## config.mk

```make
export PLATFORM = sky130hd
export DESIGN_NAME = wdrc_top
export DESIGN_NICKNAME = d
export VERILOG_FILES = /design/src/wdrc_top.v
export VERILOG_INCLUDE_DIRS = /design/src
export SDC_FILE = /design/constraint.sdc
export NUM_CORES = 1
export LEC_CHECK = 0
export ABC_AREA = 1
export BUFFER_PORTS_ARGS = -buffer_cell sky130_fd_sc_hd__buf_2
export CAP_MARGIN = 20
export CELL_PAD_IN_SITES_DETAIL_PLACEMENT = 1
export CELL_PAD_IN_SITES_GLOBAL_PLACEMENT = 1
export CORE_MARGIN = 1.5
export CORE_UTILIZATION = 29
export DETAILED_ROUTE_END_ITERATION = 6
export PLACE_DENSITY_LB_ADDON = 0.25
export SLEW_MARGIN = 20
export SYNTH_ARGS = -nofsm -noshare
export SYNTH_HDL_FRONTEND = slang
export SYNTH_SLANG_ARGS = --single-unit
```

## constraint.sdc

```tcl
create_clock -name clk -period 4.5 [get_ports clk]
set_input_delay 1.125 -clock clk [delete_from_list [all_inputs] [get_ports clk]]
set_output_delay 1.125 -clock clk [all_outputs]
set_load 0.1 [all_outputs]
```

## src/wdrc_consts.vh

```
// register offsets, codes, reset values and timing counts of the watchdog
`ifndef WDRC_CONSTS_VH
`define WDRC_CONSTS_VH

// register byte offsets on the bus
`define WDRC_OFF_WDT_CTRL 12'h000
`define WDRC_OFF_RST_SEL 12'h004
`define WDRC_OFF_RST_FLAGS 12'h008
`define WDRC_OFF_STATUS 12'h00c

// watchdog control: enable key field and period field
`define WDRC_KEY_MSB 7
`define WDRC_KEY_LSB 3
`define WDRC_PER_MSB 2
`define WDRC_PER_LSB 0
`define WDRC_KEY_DISABLE 5'h15
`define WDRC_KEY_ENABLE 5'h0a
`define WDRC_WDT_CTRL_POR 8'h53

// reset pin select codes
`define WDRC_SEL_SHARED 8'h55
`define WDRC_SEL_RESET_PIN 8'haa

// reset source flag bit positions
`define WDRC_FLAG_RSTSEL 3
`define WDRC_FLAG_LOWVOLT 2
`define WDRC_FLAG_LVCFG 1
`define WDRC_FLAG_WDTCFG 0

// status bit positions
`define WDRC_STAT_TIMEOUT 0
`define WDRC_STAT_POWERDOWN 1

// timing: clock period, delays in ns and derived cycle counts
`define WDRC_CLK_NS 50
`define WDRC_SRESET_NS 800
`define WDRC_RSTD_NS 1600
`define WDRC_SRESET_CYC ((`WDRC_SRESET_NS + `WDRC_CLK_NS - 1) / `WDRC_CLK_NS)
`define WDRC_RSTD_CYC ((`WDRC_RSTD_NS + `WDRC_CLK_NS - 1) / `WDRC_CLK_NS)

`endif

```

## src/wdrc_top.v

```verilog
// watchdog timer and reset control with an apb register slave
`timescale 1ns/1ps
`default_nettype none
`include "wdrc_consts.vh"
// How it works
// - watchdog overflow while running resets the device unless software clears it first
// - enable key 10101b stops the watchdog
// - enable key 01010b lets the watchdog count
// - any other key value causes a full reset after the delay
// - enable key powers up as the enable code
// - time-out while running resets the device and sets the time-out flag
// - time-out in sleep or idle sets the flag, clears only pc and sp
// - corruption, clear, halt or low reset pin clear the counter
// - power-on reset restarts the program counter at zero
// - power-on reset sets all port data and direction high
// - low reset pin, when selected, resets and restarts the pc at zero
// - after the pin is released an extra delay precedes running
// - select 01010101b gives shared i/o, 10101010b gives reset pin
// - any other select value resets the device after the delay
// - a select corruption reset sets the select corruption flag
// - the select register powers up holding the shared code
// - every reset but the warm time-out restores the select register
// - reset pin selection overrides other shared pin functions
// - select corruption flag is sticky, cleared by writing zero or by power-on reset
// - upper four bits of the reset flags read zero
// - period is the slow clock divided by 2^8 up to 2^18
// - key corruption reset sets a sticky flag that software or power-on reset clears
// - halt sets the power-down flag, power-up or clear clears it

module wdrc_top #(
    parameter SRESET_CYC = `WDRC_SRESET_CYC,
    parameter RSTD_CYC = `WDRC_RSTD_CYC,
    parameter CNT_W = 12
) (
    input wire clk,
    input wire srst,
    input wire psel,
    input wire penable,
    input wire pwrite,
    input wire [11:0] paddr,
    input wire [31:0] pwdata,
    output reg [31:0] prdata,
    output wire pready,
    output wire pslverr,
    input wire low_speed_internal_osc,
    input wire external_reset_pin_n,
    input wire clear_watchdog_instr,
    input wire halt_instr,
    input wire low_power_mode,
    output reg sys_reset,
    output reg pc_sp_clear,
    output reg ports_init_high,
    output reg reset_pin_override
);

    // reset sequencer states
    localparam ST_RUN = 2'd0;
    localparam ST_SWDLY = 2'd1;
    localparam ST_PINLOW = 2'd2;
    localparam ST_HOLD = 2'd3;

    reg [7:0] watchdog_control_reg;
    reg [7:0] reset_pin_select;
    reg resetsel_corrupt_flag;
    reg wdtcfg_corrupt_flag;
    reg timeout_flag;
    reg powerdown_flag;
    reg [17:0] wdt_count;
    reg [1:0] state;
    reg [CNT_W-1:0] delay_cnt;
    reg por_kind;
    reg key_bad_seen;
    reg sel_bad_seen;
    reg [2:0] osc_sync;
    reg osc_level;
    reg [2:0] pin_sync;
    reg pin_level;
    reg [17:0] term;
    wire [4:0] wdt_enable_key;
    wire [2:0] wdt_period_select;
    wire key_bad;
    wire sel_bad;
    wire wdt_run;
    wire osc_tick;
    wire pin_low;
    wire timeout;
    wire wr_en;
    wire rd_setup;
    wire mapped;

    assign wdt_enable_key = watchdog_control_reg[`WDRC_KEY_MSB:`WDRC_KEY_LSB];
    assign wdt_period_select =
        watchdog_control_reg[`WDRC_PER_MSB:`WDRC_PER_LSB];

    // protected register validity
    assign key_bad = (wdt_enable_key != `WDRC_KEY_ENABLE) &&
                     (wdt_enable_key != `WDRC_KEY_DISABLE);
    assign sel_bad = (reset_pin_select != `WDRC_SEL_SHARED) &&
                     (reset_pin_select != `WDRC_SEL_RESET_PIN);
    assign wdt_run = (wdt_enable_key == `WDRC_KEY_ENABLE);

    // pready stays high: every access ends in one access cycle
    // apb decode, zero wait states
    assign mapped = (paddr == `WDRC_OFF_WDT_CTRL) ||
                    (paddr == `WDRC_OFF_RST_SEL) ||
                    (paddr == `WDRC_OFF_RST_FLAGS) ||
                    (paddr == `WDRC_OFF_STATUS);
    assign pready = 1'b1;
    assign pslverr = psel && penable && !mapped;
    assign wr_en = psel && penable && pwrite && mapped && !sys_reset;
    assign rd_setup = psel && !penable;

    // agreement of two stages rejects a level caught mid-change
    // three-stage synchronisers for the slow clock and reset pin
    always @(posedge clk)
    begin
        if (srst)
        begin
            osc_sync <= 3'h0;
            osc_level <= 1'b0;
            pin_sync <= 3'h7;
            pin_level <= 1'b1;
        end
        else
        begin
            osc_sync <= {osc_sync[1:0], low_speed_internal_osc};
            pin_sync <= {pin_sync[1:0], external_reset_pin_n};
            if (osc_sync[1] == osc_sync[2])
                osc_level <= osc_sync[2];
            if (pin_sync[1] == pin_sync[2])
                pin_level <= pin_sync[2];
        end
    end

    // the slow clock is far slower than clk, so no tick is lost
    // filtered rising edge of the slow clock, filtered low reset pin
    assign osc_tick = (osc_sync[1] == osc_sync[2]) && osc_sync[2] &&
                      !osc_level;
    assign pin_low = !pin_level &&
                     (reset_pin_select == `WDRC_SEL_RESET_PIN);

    // terminal count for the selected division ratio
    always @*
    begin
        case (wdt_period_select)
            3'd0: term = 18'h000ff;
            3'd1: term = 18'h003ff;
            3'd2: term = 18'h00fff;
            3'd3: term = 18'h03fff;
            3'd4: term = 18'h07fff;
            3'd5: term = 18'h0ffff;
            3'd6: term = 18'h1ffff;
            default: term = 18'h3ffff;
        endcase
    end

    assign timeout = (state == ST_RUN) && wdt_run && osc_tick &&
                     (wdt_count >= term);

    // clears win over counting, so a clear on a tick edge sticks
    // watchdog counter
    always @(posedge clk)
    begin
        if (srst)
            wdt_count <= 18'h0;
        else if (state != ST_RUN)
            wdt_count <= 18'h0;
        else if ((key_bad && !key_bad_seen) || clear_watchdog_instr ||
                 halt_instr || pin_low)
            wdt_count <= 18'h0;
        else if (timeout)
            wdt_count <= 18'h0;
        else if (wdt_run && osc_tick)
            wdt_count <= wdt_count + 18'h1;
    end

    // a low reset pin cuts any software or release delay short
    // reset sequencer: software delay, pin hold, release delay
    always @(posedge clk)
    begin
        if (srst)
        begin
            state <= ST_HOLD;
            delay_cnt <= {CNT_W{1'b0}};
            por_kind <= 1'b1;
            key_bad_seen <= 1'b0;
            sel_bad_seen <= 1'b0;
        end
        else
        begin
            case (state)
                ST_RUN:
                begin
                    delay_cnt <= {CNT_W{1'b0}};
                    por_kind <= 1'b0;
                    if (pin_low)
                    begin
                        state <= ST_PINLOW;
                    end
                    else if (key_bad || sel_bad)
                    begin
                        state <= ST_SWDLY;
                        key_bad_seen <= key_bad;
                        sel_bad_seen <= sel_bad;
                    end
                    else if (timeout && !low_power_mode)
                    begin
                        state <= ST_HOLD;
                    end
                end
                ST_SWDLY:
                begin
                    if (pin_low)
                    begin
                        state <= ST_PINLOW;
                        delay_cnt <= {CNT_W{1'b0}};
                    end
                    else if (delay_cnt == SRESET_CYC[CNT_W-1:0] - 1'b1)
                    begin
                        state <= ST_HOLD;
                        delay_cnt <= {CNT_W{1'b0}};
                    end
                    else
                        delay_cnt <= delay_cnt + 1'b1;
                end
                ST_PINLOW:
                begin
                    delay_cnt <= {CNT_W{1'b0}};
                    if (pin_level)
                        state <= ST_HOLD;
                end
                ST_HOLD:
                begin
                    key_bad_seen <= 1'b0;
                    sel_bad_seen <= 1'b0;
                    if (pin_low)
                        state <= ST_PINLOW;
                    else if (delay_cnt == RSTD_CYC[CNT_W-1:0] - 1'b1)
                    begin
                        state <= ST_RUN;
                        delay_cnt <= {CNT_W{1'b0}};
                    end
                    else
                        delay_cnt <= delay_cnt + 1'b1;
                end
                default:
                    state <= ST_HOLD;
            endcase
        end
    end

    // writes only land while running, never during a delay
    // protected registers, restored by all but the warm time-out reset
    always @(posedge clk)
    begin
        if (srst)
        begin
            watchdog_control_reg <= `WDRC_WDT_CTRL_POR;
            reset_pin_select <= `WDRC_SEL_SHARED;
        end
        else if (state == ST_SWDLY &&
                 delay_cnt == SRESET_CYC[CNT_W-1:0] - 1'b1)
        begin
            watchdog_control_reg <= `WDRC_WDT_CTRL_POR;
            reset_pin_select <= `WDRC_SEL_SHARED;
        end
        else if (state == ST_PINLOW && pin_level)
        begin
            watchdog_control_reg <= `WDRC_WDT_CTRL_POR;
            reset_pin_select <= `WDRC_SEL_SHARED;
        end
        else if (wr_en && state == ST_RUN)
        begin
            if (paddr == `WDRC_OFF_WDT_CTRL)
                watchdog_control_reg <= pwdata[7:0];
            if (paddr == `WDRC_OFF_RST_SEL)
                reset_pin_select <= pwdata[7:0];
        end
    end

    // sticky corruption flags, hardware set wins over a software clear
    always @(posedge clk)
    begin
        if (srst)
        begin
            resetsel_corrupt_flag <= 1'b0;
            wdtcfg_corrupt_flag <= 1'b0;
        end
        else
        begin
            if (state == ST_SWDLY &&
                delay_cnt == SRESET_CYC[CNT_W-1:0] - 1'b1 && sel_bad_seen)
                resetsel_corrupt_flag <= 1'b1;
            else if (wr_en && paddr == `WDRC_OFF_RST_FLAGS &&
                     !pwdata[`WDRC_FLAG_RSTSEL])
                resetsel_corrupt_flag <= 1'b0;
            if (state == ST_SWDLY &&
                delay_cnt == SRESET_CYC[CNT_W-1:0] - 1'b1 && key_bad_seen)
                wdtcfg_corrupt_flag <= 1'b1;
            else if (wr_en && paddr == `WDRC_OFF_RST_FLAGS &&
                     !pwdata[`WDRC_FLAG_WDTCFG])
                wdtcfg_corrupt_flag <= 1'b0;
        end
    end

    // a time-out on the same edge as a clear still sets the flag
    // time-out and power-down status bits
    always @(posedge clk)
    begin
        if (srst)
        begin
            timeout_flag <= 1'b0;
            powerdown_flag <= 1'b0;
        end
        else
        begin
            if (timeout)
                timeout_flag <= 1'b1;
            else if (clear_watchdog_instr || halt_instr)
                timeout_flag <= 1'b0;
            if (halt_instr)
                powerdown_flag <= 1'b1;
            else if (clear_watchdog_instr)
                powerdown_flag <= 1'b0;
        end
    end

    // reset outputs towards the core and ports
    always @(posedge clk)
    begin
        if (srst)
        begin
            sys_reset <= 1'b1;
            pc_sp_clear <= 1'b0;
            ports_init_high <= 1'b1;
            reset_pin_override <= 1'b0;
        end
        else
        begin
            sys_reset <= (state == ST_PINLOW) || (state == ST_HOLD) ||
                         pin_low || (timeout && !low_power_mode);
            pc_sp_clear <= timeout && low_power_mode;
            ports_init_high <= por_kind && (state == ST_HOLD);
            reset_pin_override <= (reset_pin_select ==
                                   `WDRC_SEL_RESET_PIN);
        end
    end

    // loading in setup keeps read data on a flop for the access
    // read data captured in the setup phase
    always @(posedge clk)
    begin
        if (srst)
            prdata <= 32'h0;
        else if (rd_setup)
        begin
            case (paddr)
                `WDRC_OFF_WDT_CTRL: prdata <= {24'h0, watchdog_control_reg};
                `WDRC_OFF_RST_SEL: prdata <= {24'h0, reset_pin_select};
                `WDRC_OFF_RST_FLAGS:
                    prdata <= {28'h0, resetsel_corrupt_flag, 2'b00,
                               wdtcfg_corrupt_flag};
                `WDRC_OFF_STATUS:
                    prdata <= {30'h0, powerdown_flag, timeout_flag};
                default: prdata <= 32'h0;
            endcase
        end
    end

endmodule
`default_nettype wire

```

==> summary.txt <==
Run status
  • Outcome: finished, final reports clean

STA
  • Slew of the pin with the lowest slew margin: 0.542 ns
  • Final setup margin: 1.16 ns
  • Max Freq: 299 MHz
  • Clock Skews: 0.00561 ns
  • Fin Setup TNS: 0 ns
  • Final hold slack: 0.407 ns
  • Final Cycle Share: 74.3%
  • Period minus WS final: 3.34 ns
  • RSZ-0062 raised after global routing: no
  • # setup viols final: 0
  • Final Max Tran Viols: 0
  • Fin. Hold Viols: 0
  • Rel. slew slack: 63.6%

Worst setup path
  • Crit path top cell by count: buf_2
  • Worst setup EP type: output pin
  • Reg2reg path depth: 12
  • CP max-delay cell: nor2_4
  • Worst Path Max Fanout: 13
  • Arrival time worst endpoint: 2.22 ns
  • Critical Path Max Stage Delay: 0.35 ns
  • Critical Path Start Type: primary input
  • Crit Path Class: primary input to output pin
  • Critical path depth: 6
  • CP bufs+invs: 2
  • Critical Path RT: 3.38 ns
  • Crit path max-delay family: simple AND/OR/NAND/NOR gates
  • Worst path cell trace: buf_2 > nor2_1 > nand2_1 > nor2_4 > a21oi_1 > buf_2

GRT
  • Largest net degree at the start of global routing: 28
  • Initial antenna violation count: 0
  • Gr ovfl total: 0
  • First-pass GRT wire length: 18000 um
  • Gr usage total: 15.1%
  • Vias in the first global route: 3810

CTS
  • Root Driver: clkbuf_16
  • CTS tree: yes
  • Post-CTS Setup Bufs: 0
  • Clock Latency Late Sink: 0.33 ns
  • Max H-tree Level: 3
  • Inserted Clock Buffers: 9
  • CTS-repair resized insts: 0
  • Clock Path Buffers: 2
  • Hold buffer count at cts: 0
  • Sink Count: 75
  • Clock slew at reported path FFs: 0.06 ns

Cells and area
  • Share of cells above drive strength 1: 14.5%
  • Fillers: 1801
  • Non-filler cells, final: 822
  • Area grow syn2layout: 13.4%
  • Commonest non-fill, non-tap cells in the layout: nand2_1, nor2_1, dfxtp_1
  • Top Registers: wdt_count x18, delay_cnt x12
  • Max reg flops: 18
  • Biggest register: wdt_count
  • Commonest non-fill, non-tap cell in the layout: nand2_1
  • Nets: 704
  • ANT cells: 0
  • Final instance area: 4780 um^2

Power and ir drop
  • VDD IR max: 0.160 mV
  • Pleak: 0.00219 uW
  • Cell Pwr Density: 375 nW/um^2

Yosys
  • FFs w/ async S/R, synth: 0%
  • Synth Flop Type: dfxtp_1
  • Synthesized area per cell: 7.08 um^2
  • Synth Register Bits: 75
  • Syn Std Cell Area: 4210 um^2
  • Main combinational cell family by area after synthesis: simple AND/OR/NAND/NOR gates
  • Compound-Gate Fraction of Synth Area: 12.1%
  • Post-Synth Simple-Gate Area: 33.0%
  • Synth warn: 0
  • XOR/XNOR Fraction of Synth Area: 2.29%
  • Mux contribution to synthesized area: 0%
  • Post-Synth Adder-Cell Area: 3.86%
  • Library cells used by synthesis: 42
  • Register area share after synthesis: 35.6%
  • Post-synth EDFFs: 0
  • Post-Syn Instances: 595

Placed design
  • IO Port Bufs: 42
  • DP Worst Slack: 1.16 ns
  • HPWL after DPL: 8630 um
  • RePlAce Congestion: 0.812
  • Placed cell count: 806
  • Placed cell area: 4470 um^2

Floorplan
  • Die area: 15300 um^2
  • Die Y: 124 um
  • FP Rows: 43
  • Chip width: 124 um
  • I/O pins: 92
  • Starting Density: 30.0%
  • Core area: 14000 um^2

Route
  • Met2 wire length: 5230 um
  • Final wirelength: 10900 um
  • Drt pass-1 iters: 4
  • Via Count: 3807
  • Met3 WL post-DR: 246 um
  • Top layer in use: met4
  • DRC: 0
  • DR WL/cell: 13.3 um
  • Final ANT Viol Nets: 0
  • Initial DRC count: 134
  • Vias per inst: 4.63
  • Wire length on met1: 5330 um

Hold path
  • Hold path depth: 2
  • HP Class: register to register

Run
  • Max Cap Viol: 0
[per-layer routing]
metal | track usage [%] | vias to the layer above
li1 | - | 1952
met3 | 3.04 | 14
met5 | 0 | -
met1 | 19.6 | 1800
met2 | 25.5 | 41
met4 | 3.95 | 0
[synthesized netlist by cell type (2+ instances only)]
| cell type | instances | share of area [%] |
|---|---|---|
| nor2_4 | 5 | 1.3 |
| a31oi_1 | 2 | 0.30 |
| xnor2_1 | 5 | 1.0 |
| buf_6 | 4 | 1.1 |
| nor3_2 | 3 | 0.71 |
| o31ai_1 | 2 | 0.36 |
| nand2_2 | 2 | 0.30 |
| nand2_1 | 132 | 12 |
| or2_2 | 4 | 0.59 |
| nor3_4 | 2 | 0.77 |
| ha_1 | 13 | 3.9 |
| dfxtp_1 | 75 | 36 |
| nor3b_1 | 2 | 0.36 |
| nor2_1 | 76 | 6.8 |
| buf_1 | 2 | 0.18 |
| nand4_1 | 5 | 0.74 |
| o2111ai_1 | 2 | 0.42 |
| o22ai_1 | 4 | 0.59 |
| a21oi_1 | 44 | 5.2 |
| inv_2 | 4 | 0.36 |
| nor2_2 | 2 | 0.30 |
| nand3_1 | 33 | 3.9 |
| o21ai_1 | 4 | 0.48 |
| o211ai_1 | 2 | 0.36 |
| conb_1 | 2 | 0.18 |
| buf_4 | 27 | 4.8 |
| o21ai_0 | 28 | 3.3 |
| inv_1 | 71 | 6.3 |
| nor3_1 | 16 | 1.9 |
| xor2_1 | 6 | 1.2 |
| nand3_2 | 5 | 1.2 |
[power by group]
group	total (uW)	leakage, uW	switching (uW)	internal, uW
Combinational	345	0.00143	276	68.3
Clock	730	0.000146	297	433
Sequential	718	0.000607	23.6	694
Total	1790	0.00219	597	1200
[path summary, 6_finish.rpt]
| check | start | slack (ns) | end |
|---|---|---|---|
| max | paddr[11] | 1.16 | pslverr |
| min | osc_sync[0] | 0.41 | osc_sync[1] |
| max reg2reg | watchdog_control_reg[1] | 2.15 | wdt_count[8] |
| min reg2reg | osc_sync[0] | 0.41 | osc_sync[1] |
[layout make-up]
cell class              instances  area [um^2]  share of cell area, %
well taps                     180          225                   4.71
multi-input cells             434         2260                   47.2
clock inverters                 7         77.6                   1.62
inverters                      75          282                   5.89
repair buffers                 42          210                   4.40
clock buffers                   9          225                   4.71
flip-flops and latches         75         1500                   31.4
[metrics by stage]
step / utilization [%] / total power, uW
2_1_floorplan: - / 1020
3_3_place_gp: 31.9 / 1070
3_5_place_dp: 31.9 / 1080
4_1_cts: 34.0 / 1820
5_1_grt: 34.0 / 1880
6_report: 34.0 / 1790
[worst reg2reg max path, cell delays in order (launching register included)]
cell and delay (ns):
dfxtp_1 0.39, or2_2 0.32, nor2_1 0.17, ha_1 0.27
a21oi_1 0.15, nand2_1 0.08, nand2_1 0.06, nand2_1 0.10
nand2_1 0.10, nand3_2 0.25, inv_2 0.23, o21ai_0 0.11
nor2_1 0.08
[cells by family after synthesis]
| group | count (synthesis) |
|---|---|
| and+or+nand+nor | 293 |
| buffers and inverters | 109 |
| AOI/OAI and AO/OA | 92 |
| DFF | 75 |
| adders and majority gates | 13 |
| xor gates and xnor gates | 11 |
| other | 2 |
Note: power is estimated with default switching activity, not from simulation.
